--- src/rbt_params.svh ---
// Constants for the register block transfer sequencer
`ifndef RBT_PARAMS_SVH
`define RBT_PARAMS_SVH
`define RBT_OP_LOAD_ADDR     3'h4
`define RBT_OP_STORE_ADDR    3'h5
`define RBT_OP_LOAD_SCALAR   3'h6
`define RBT_OP_STORE_SCALAR  3'h7
`define RBT_COUNT_BITS       7
`define RBT_LOAD_RES_CP      36
`define RBT_LOAD_PORT_CP     7
`define RBT_STORE_RES_CP     4
`define RBT_STORE_PORT_CP    8
`define RBT_ZERO_RES_CP      4
`define RBT_ZERO_PORT_CP     5
`define RBT_EARLY_FREE_MAX   7'h40
`endif

--- src/rbt_pkg.sv ---
// Types for the register block transfer sequencer
package rbt_pkg;
   typedef struct packed {
      logic [2:0]  op;
      logic [5:0]  firstIdx;
      logic [6:0]  count;
      logic [23:0] base;
   } rbt_cmd_t;
   typedef struct packed {
      logic        write;
      logic        portB;
      logic [23:0] addr;
      logic [63:0] data;
   } rbt_mem_t;
   typedef enum logic [1:0] {
      ST_IDLE = 2'b00,
      ST_MOVE = 2'b01,
      ST_DRAIN = 2'b10
   } rbt_state_t;
endpackage : rbt_pkg

--- src/rbt_fifo.sv ---
// Valid/ready FIFO held in flip-flops
`timescale 1ns/1ps
module rbt_fifo #(
   parameter int WIDTH = 64,
   parameter int DEPTH = 8
) (
   input  wire logic             clk_sys,
   input  wire logic             rst,
   input  wire logic             inValid,
   output logic                  inReady,
   input  wire logic [WIDTH-1:0] inData,
   output logic                  outValid,
   input  wire logic             outReady,
   output logic      [WIDTH-1:0] outData
);
   localparam int AW = $clog2(DEPTH);
   logic [WIDTH-1:0] mem [DEPTH];
   logic [AW-1:0]    wrPtr;
   logic [AW-1:0]    rdPtr;
   logic [AW:0]      fill;
   logic             doWr;
   logic             doRd;
   assign inReady  = fill != (AW+1)'(DEPTH);
   assign outValid = fill != '0;
   assign outData  = mem[rdPtr];
   assign doWr     = inValid && inReady;
   assign doRd     = outValid && outReady;
   // Pointers and fill level
   always_ff @(posedge clk_sys or posedge rst) begin
      if (rst) begin
         wrPtr <= '0;
         rdPtr <= '0;
         fill  <= '0;
      end else begin
         if (doWr) wrPtr <= (wrPtr == AW'(DEPTH-1)) ? '0 : wrPtr + 1'b1;
         if (doRd) rdPtr <= (rdPtr == AW'(DEPTH-1)) ? '0 : rdPtr + 1'b1;
         fill <= fill + (AW+1)'(doWr) - (AW+1)'(doRd);
      end
   end
   // Storage
   always_ff @(posedge clk_sys) begin
      if (doWr) mem[wrPtr] <= inData;
   end
endmodule : rbt_fifo

--- src/rbt_block_transfer.sv ---
// Block transfer sequencer between memory and the two save register files
// What this block does
// - Load memory words into either save file
// - Store save file words to consecutive memory
// - Register index wraps from 77 to 00
// - Word count is low seven count bits
// - Base kept; memory address steps by one
// - Address file stores zero upper 32 bits
// - Address file loads keep low 32 bits
// - Zero count moves no words
// - Count register zero means base gives length
// - Upper count bits ignored; large counts wrap
// - Address load port A, scalar load port B
// - Hold issue while base or count reserved
// - Address load hold conditions
// - Address store hold conditions
// - Scalar load hold conditions
// - Scalar store hold conditions
// - Load file reserved count plus 36
// - Load port busy count plus 7
// - Store file reserved count plus 4
// - Store port busy count plus 8
// - Enhanced short loads free registers individually
// - Issue one period; optional alignment hold
`timescale 1ns/1ps
`include "rbt_params.svh"
module rbt_block_transfer #(
   parameter bit ENHANCED = 1'b1,
   parameter int FIFO_DEPTH = 8
) (
   input  wire logic             clk_sys,
   input  wire logic             rst,
   input  wire logic             cmdValid,
   input  wire rbt_pkg::rbt_cmd_t cmdIn,
   input  wire logic             countIsBase,
   input  wire logic             baseReserved,
   input  wire logic             countReserved,
   input  wire logic             unidirMode,
   input  wire logic             orderPending,
   input  wire logic             extBlockWrite,
   input  wire logic             sysClkPhase,
   output logic                  cmdTaken,
   output logic                  addrFileBusy,
   output logic                  scalarFileBusy,
   output logic [63:0]           regFree,
   output logic                  portABusy,
   output logic                  portBBusy,
   output logic                  memValid,
   input  wire logic             memReady,
   output rbt_pkg::rbt_mem_t     memReq,
   input  wire logic             rdValid,
   input  wire logic [63:0]      rdData,
   output logic                  rdReady,
   output logic                  fileWe,
   output logic                  fileScalar,
   output logic [5:0]            fileIdx,
   output logic [63:0]           fileWData,
   output logic                  fileRe,
   output logic [5:0]            fileRIdx,
   input  wire logic [63:0]      fileRData
);
   rbt_pkg::rbt_state_t state;
   rbt_pkg::rbt_cmd_t   cur;
   logic [6:0]  issuedLeft;
   logic [6:0]  doneLeft;
   logic [5:0]  issueIdx;
   logic [5:0]  writeIdx;
   logic [23:0] addr;
   logic [7:0]  fileTimer;
   logic [7:0]  portTimer;
   logic        portIsB;
   logic        hold;
   logic        accept;
   logic [6:0]  reqCount;
   logic        isLoad;
   logic        useB;
   logic        fifoInReady;
   logic        fifoOutValid;
   logic [63:0] fifoOutData;
   logic        fifoOutReady;

   // Opcode helpers
   function automatic logic op_is_load(input logic [2:0] op);
      op_is_load = (op == `RBT_OP_LOAD_ADDR) || (op == `RBT_OP_LOAD_SCALAR);
   endfunction : op_is_load
   function automatic logic op_is_scalar(input logic [2:0] op);
      op_is_scalar = (op == `RBT_OP_LOAD_SCALAR) || (op == `RBT_OP_STORE_SCALAR);
   endfunction : op_is_scalar

   // Length from low seven bits; base supplies it when count reg is A0
   assign reqCount = countIsBase ? cmdIn.base[`RBT_COUNT_BITS-1:0]
                                 : cmdIn.count;
   assign isLoad = op_is_load(cmdIn.op);
   // Store picks whichever port is free, A first
   assign useB = (cmdIn.op == `RBT_OP_LOAD_SCALAR) ||
                 (!isLoad && portABusy);

   // Issue holds
   always_comb begin
      hold = baseReserved || countReserved || (state != rbt_pkg::ST_IDLE);
      unique case (cmdIn.op)
         `RBT_OP_LOAD_ADDR:
            hold = hold || portABusy || unidirMode ||
                   (orderPending && extBlockWrite);
         `RBT_OP_STORE_ADDR:
            hold = hold || extBlockWrite ||
                   (unidirMode && (portABusy || portBBusy));
         `RBT_OP_LOAD_SCALAR:
            hold = hold || portBBusy || unidirMode ||
                   (orderPending && extBlockWrite);
         `RBT_OP_STORE_SCALAR:
            hold = hold || extBlockWrite || unidirMode ||
                   (orderPending && (portABusy || portBBusy));
         default: hold = 1'b1;
      endcase
      if (portABusy && portBBusy && !isLoad) hold = 1'b1;
      if (ENHANCED && !sysClkPhase) hold = 1'b1;
   end
   assign accept = cmdValid && !hold;

   // Issue acknowledge, one period
   always_ff @(posedge clk_sys or posedge rst) begin
      if (rst) cmdTaken <= 1'b0;
      else cmdTaken <= accept;
   end

   // Sequencer state
   always_ff @(posedge clk_sys or posedge rst) begin
      if (rst) begin
         state      <= rbt_pkg::ST_IDLE;
         cur        <= '0;
         issuedLeft <= '0;
         doneLeft   <= '0;
         issueIdx   <= '0;
         writeIdx   <= '0;
         addr       <= '0;
      end else begin
         unique case (state)
            rbt_pkg::ST_IDLE: begin
               if (accept) begin
                  cur        <= cmdIn;
                  cur.count  <= reqCount;
                  issuedLeft <= reqCount;
                  doneLeft   <= reqCount;
                  issueIdx   <= cmdIn.firstIdx;
                  writeIdx   <= cmdIn.firstIdx;
                  addr       <= cmdIn.base;
                  state      <= (reqCount == '0) ? rbt_pkg::ST_IDLE
                                                 : rbt_pkg::ST_MOVE;
               end
            end
            rbt_pkg::ST_MOVE: begin
               if (memValid && memReady) begin
                  addr       <= addr + 24'h1;
                  issuedLeft <= issuedLeft - 7'h1;
                  if (!op_is_load(cur.op)) issueIdx <= issueIdx + 6'h1;
                  if (issuedLeft == 7'h1) state <= rbt_pkg::ST_DRAIN;
               end
               if (fileWe || (memValid && memReady && !op_is_load(cur.op)))
                  doneLeft <= doneLeft - 7'h1;
               if (fileWe) writeIdx <= writeIdx + 6'h1;
            end
            rbt_pkg::ST_DRAIN: begin
               if (fileWe) begin
                  doneLeft <= doneLeft - 7'h1;
                  writeIdx <= writeIdx + 6'h1;
               end
               if (doneLeft == '0 || (doneLeft == 7'h1 && fileWe) ||
                   !op_is_load(cur.op))
                  state <= rbt_pkg::ST_IDLE;
            end
            default: state <= rbt_pkg::ST_IDLE;
         endcase
      end
   end

   // Store path: one file read per word, only while no request waits,
   // so the read data is taken into the request register that same cycle
   always_ff @(posedge clk_sys or posedge rst) begin
      if (rst) begin
         fileRe   <= 1'b0;
         fileRIdx <= '0;
      end else begin
         fileRe   <= (state == rbt_pkg::ST_MOVE) && !op_is_load(cur.op) && !fileRe &&
                     (!memValid || (memReady && issuedLeft != 7'h1));
         fileRIdx <= (memValid && memReady) ? issueIdx + 6'h1 : issueIdx;
      end
   end

   // Memory request register
   always_ff @(posedge clk_sys or posedge rst) begin
      if (rst) begin
         memValid <= 1'b0;
         memReq   <= '0;
      end else if (!memValid || memReady) begin
         memValid     <= 1'b0;
         if (state == rbt_pkg::ST_MOVE && op_is_load(cur.op) && fifoInReady &&
             !(memValid && issuedLeft == 7'h1)) begin
            memValid     <= 1'b1;
            memReq.write <= 1'b0;
            memReq.addr  <= (memValid ? addr + 24'h1 : addr);
            memReq.data  <= '0;
         end else if (fileRe) begin
            memValid     <= 1'b1;
            memReq.write <= 1'b1;
            memReq.addr  <= addr;
            memReq.data  <= op_is_scalar(cur.op) ? fileRData
                            : {32'h0, fileRData[31:0]};
         end
         memReq.portB <= portIsB;
      end
   end

   // Read data buffered before the file write
   rbt_fifo #(.WIDTH(64), .DEPTH(FIFO_DEPTH)) u_fifo (
      .clk_sys  (clk_sys),
      .rst      (rst),
      .inValid  (rdValid && rdReady),
      .inReady  (fifoInReady),
      .inData   (rdData),
      .outValid (fifoOutValid),
      .outReady (fifoOutReady),
      .outData  (fifoOutData)
   );
   assign fifoOutReady = !fileWe;

   // Ready only when the buffer is sure to have room at the next edge
   always_ff @(posedge clk_sys or posedge rst) begin
      if (rst) rdReady <= 1'b0;
      else rdReady <= fifoInReady && !(rdValid && rdReady);
   end

   // File write port
   always_ff @(posedge clk_sys or posedge rst) begin
      if (rst) begin
         fileWe     <= 1'b0;
         fileScalar <= 1'b0;
         fileIdx    <= '0;
         fileWData  <= '0;
      end else begin
         fileWe     <= fifoOutValid && fifoOutReady && doneLeft != '0 &&
                       op_is_load(cur.op);
         fileScalar <= op_is_scalar(cur.op);
         fileIdx    <= writeIdx;
         fileWData  <= op_is_scalar(cur.op) ? fifoOutData
                       : {32'h0, fifoOutData[31:0]};
      end
   end

   // Reservation and port busy timers
   always_ff @(posedge clk_sys or posedge rst) begin
      if (rst) begin
         fileTimer <= '0;
         portTimer <= '0;
         portIsB   <= 1'b0;
      end else if (accept) begin
         portIsB <= useB;
         if (reqCount == '0) begin
            fileTimer <= 8'(`RBT_ZERO_RES_CP);
            portTimer <= 8'(`RBT_ZERO_PORT_CP);
         end else if (isLoad) begin
            fileTimer <= 8'(reqCount) + 8'(`RBT_LOAD_RES_CP);
            portTimer <= 8'(reqCount) + 8'(`RBT_LOAD_PORT_CP);
         end else begin
            fileTimer <= 8'(reqCount) + 8'(`RBT_STORE_RES_CP);
            portTimer <= 8'(reqCount) + 8'(`RBT_STORE_PORT_CP);
         end
      end else begin
         if (fileTimer != '0) fileTimer <= fileTimer - 8'h1;
         if (portTimer != '0) portTimer <= portTimer - 8'h1;
      end
   end

   // Busy outputs, registered
   always_ff @(posedge clk_sys or posedge rst) begin
      if (rst) begin
         addrFileBusy   <= 1'b0;
         scalarFileBusy <= 1'b0;
         portABusy      <= 1'b0;
         portBBusy      <= 1'b0;
      end else begin
         addrFileBusy   <= (fileTimer > 8'h1) && !op_is_scalar(cur.op);
         scalarFileBusy <= (fileTimer > 8'h1) && op_is_scalar(cur.op);
         portABusy      <= (portTimer > 8'h1) && !portIsB;
         portBBusy      <= (portTimer > 8'h1) && portIsB;
      end
   end

   // Per-register release
   always_ff @(posedge clk_sys or posedge rst) begin
      if (rst) regFree <= '1;
      else if (accept && isLoad && reqCount != '0) begin
         regFree <= '0;
      end else begin
         if (fileWe && ENHANCED && cur.count <= `RBT_EARLY_FREE_MAX)
            regFree[fileIdx] <= 1'b1;
         // Full release at the end of the reservation wins over a per-register release
         if (fileTimer == 8'h1)
            regFree <= '1;
      end
   end
endmodule : rbt_block_transfer

--- config.mk ---
export PLATFORM = sky130hd
export DESIGN_NAME = rbt_block_transfer
export DESIGN_NICKNAME = d
export VERILOG_FILES = /design/src/rbt_pkg.sv /design/src/rbt_fifo.sv /design/src/rbt_block_transfer.sv
export VERILOG_INCLUDE_DIRS = /design/src
export SDC_FILE = /design/constraint.sdc
export NUM_CORES = 1
export LEC_CHECK = 0
export ABC_CLOCK_PERIOD_IN_PS = 17300
export BUFFER_PORTS_ARGS = -buffer_cell sky130_fd_sc_hd__buf_4
export CORE_UTILIZATION = 30
export CTS_CLUSTER_SIZE = 25
export DETAILED_ROUTE_END_ITERATION = 7
export HOLD_SLACK_MARGIN = 0.08
export PLACE_DENSITY = 0.46
export SLEW_MARGIN = 25
export SYNTH_ARGS = -nofsm -noshare
export SYNTH_HDL_FRONTEND = slang
export SYNTH_SLANG_ARGS = --single-unit
--- constraint.sdc ---
create_clock -name clk_sys -period 17.3 [get_ports clk_sys]
set_input_delay 0.865 -clock clk_sys [delete_from_list [all_inputs] [get_ports clk_sys]]
set_output_delay 0.865 -clock clk_sys [all_outputs]
set_load 0.01 [all_outputs]
==> results_dict.tcl <==
set metrics [dict create \
    track_usage 0.156 \
    postLayoutCellArea_um2 41900 \
    ant_nets 0 \
    grt_pass1_vias 21200 \
    synth-main-ff-cell "edfxtp_1" \
    hold_violations 0 \
    cts_inserted_buffers 96 \
    grt_pass1_wl_mm 134 \
    synth-edff-count 512 \
    ys_seq_area_frac 0.702 \
    firstDrtPassIters 5 \
    cts_tree "built" \
    powerDensity_nw_per_um2 176 \
    syn2layout_area_growth_pct 24.2 \
    layout-drive-gt1-share 0.331 \
    fin_util 0.377 \
    path_class "reg -> reg" \
    vias 20300 \
    synth.most_common_cell "edfxtp_1" \
    slowest_stage "buf_4" \
    synth_seq_cells 841 \
    core-area_um2 111000 \
    async_flop_share 0.391 \
    setup_viol 0 \
    reg2reg_to "u_fifo.mem[7][54]$_DFFE_PP_" \
    maxCapViolCount 0 \
    synthDominantAreaCellType "edfxtp_1" \
    slowest_delay_ns 0.78 \
    leakagePower_nw 15.8 \
    holdBufCountCts 0 \
    synthCells 2142 \
    cts.repair.resized 0 \
    fin_crit_ns 3.49 \
    routed_via_density 4.89 \
    ys_types 76 \
    critPathRequiredTime_ns 17.57 \
    drc_errors 0 \
    hold_path.class "in -> async" \
    cts_buffer_depth 3 \
    arrival_ns 3.76 \
    io_pins 420 \
    holdWs_ns 0.342 \
    ff2ff_setup_slack_ns 13.81 \
    post-route-period-util 0.201 \
    synth_common_cells "edfxtp_1 (512), dfrtp_1 (265), nand2_1 (161)" \
    ys_warn_count 0 \
    gp_congestion 0.785 \
    max_slew.worst_pin.slew_ns 1.00 \
    io_buffers 419 \
    reg2regPathDepth 8 \
    die_h_um 337 \
    dp_slack_ns 13.46 \
    die_x_um 337 \
    nNetsFinal 2786 \
    place_area_um2 38600 \
    syn_area_um2 33700 \
    cts.sinks 841 \
    syn_area_per_cell_um2 15.7 \
    slew_violations 0 \
    rsz0062_at_grt "no" \
    grt.overflow.total 0 \
    start_kind "register" \
    root_buffer "clkbuf_16" \
    setup_slack_ns 13.81 \
    crit_fanout 49 \
    yosys-top-cells-area "edfxtp_1 (46%), dfrtp_1 (20%), mux4_2 (8.5%)" \
    num_rows 122 \
    h-tree-depth 3 \
    cts_setup_buffers 0 \
    reg2reg_from "u_fifo.fill[2]$_DFF_PP0_" \
    syn_nets 2355 \
    num-fill-cells 10500 \
    drtIter0Drc 1121 \
    timing.fmax_ghz 0.287 \
    crit_chain "inv_1, ha_1, or3b_2, nand3_1, inv_1, nand2_1, nor2_4, buf_4" \
    grt_max_degree 136 \
    wirelength_mm 90.4 \
    initial_core_util 0.304 \
    cp_common_cell "inv_1" \
    wl_per_cell_um 21.8 \
    cp_num_buf_inv 3 \
    synth_top_area_frac 0.456 \
    antenna_found_initial 11 \
    crit_path_end_kind "register" \
    path_clk_slew_ns 0.06 \
    skew_ns 0.0284 \
    path_delay_family "simple AND/OR/NAND/NOR gates" \
    slew_headroom 0.333 \
    ir_drop_uv 74.3 \
    status "complete, no violations" \
    dieArea_um2 114000 \
    dp_hpwl_mm 55.2 \
    worstSkewPairLatency_ns 0.67 \
    tns_ns 0 \
]
## cell families after synthesis
group	Yosys count	share of synthesized area
AND/OR/NAND/NOR	468	0.0649
adder cells (fa/ha/maj)	33	0.0125
multiplexers	214	0.112
AO/OA/AOI/OAI	373	0.0754
buffers and inverters	165	0.0202
flip-flops	841	0.702
XOR/XNOR	48	0.0125
## how the worst max path moves through the flow
stage | slack [ns] | cells past startpoint | from | end
2_1_floorplan | 7.43 | 1 | rst | addrFileBusy$_DFF_PP0_
3_3_place_gp | 13.58 | 8 | cmdIn[38] | regFree[2]$_DFFE_PP1P_
3_5_place_dp | 13.46 | 8 | cmdIn[38] | regFree[13]$_DFFE_PP1P_
4_1_cts | 13.69 | 9 | state[0]$_DFFE_PP0P_ | regFree[32]$_DFFE_PP1P_
5_1_grt | 13.50 | 8 | u_fifo.fill[2]$_DFF_PP0_ | u_fifo.mem[7][54]$_DFFE_PP_
6_report | 13.81 | 8 | u_fifo.fill[2]$_DFF_PP0_ | u_fifo.mem[7][54]$_DFFE_PP_
## area by class of cell
type	count	area, um^2	share of cell area
flip-flops and latches	841	23700	0.565
multi-input cells	1136	9450	0.225
repair buffers	458	3490	0.0832
clock buffers	137	2750	0.0655
well taps	1488	1860	0.0444
clock inverters	41	503	0.0120
inverters	40	158	0.00376
diodes	3	7.51	0.000179
## power by group
group | internal (mW) | switching (mW) | leakage [nW]
combinational | 1.08 | 1.21 | 5.62
sequential | 2.65 | 0.361 | 8.56
clock | 1.23 | 0.835 | 1.59
## routing by layer
| metal | routed length, um | track usage | share of wire |
|---|---|---|---|
| met4 | 1990 | 0.0468 | 0.022 |
| met5 | 109 | 0 | 0.0012 |
| met2 | 44900 | 0.269 | 0.50 |
| met3 | 5990 | 0.0384 | 0.066 |
| met1 | 37300 | 0.192 | 0.41 |
## stage by stage
stage	cells	total power, mW
global route	4142	7.80
global placement	3960	5.33
CTS	4141	7.50
detailed placement	3963	5.39
floorplan	2142	4.42
finish	4144	7.36
## flip-flops by register name, indices dropped and copies added, names as in the netlist, 3 cells and up
signal,cells
memReq,90
issuedLeft,7
u_fifo.mem,512
u_fifo.wrPtr,3
doneLeft,7
fileTimer,8
regFree,64
addr,24
issueIdx,6
portTimer,8
cur,10
fileRIdx,6
fileIdx,6
fileWData,64
u_fifo.fill,4
u_fifo.rdPtr,3
writeIdx,6
## placed cells by master, fill, tap and decap left out, types with 19 or more instances in the layout
cell type,count
edfxtp_1,512
buf_4,453
dfrtp_1,262
nand2_1,160
nor2_1,129
mux4_2,128
o21ai_0,97
clkbuf_16,96
o31a_1,66
dfstp_2,64
a21oi_1,50
mux2i_1,46
mux2_2,40
xnor2_1,39
nand3_1,38
a22o_1,38
a31oi_1,37
inv_1,36
ha_1,30
nor3_1,28
o22ai_1,25
clkbuf_1,22
clkbuf_8,19
Power figures use the tool's default switching activity.
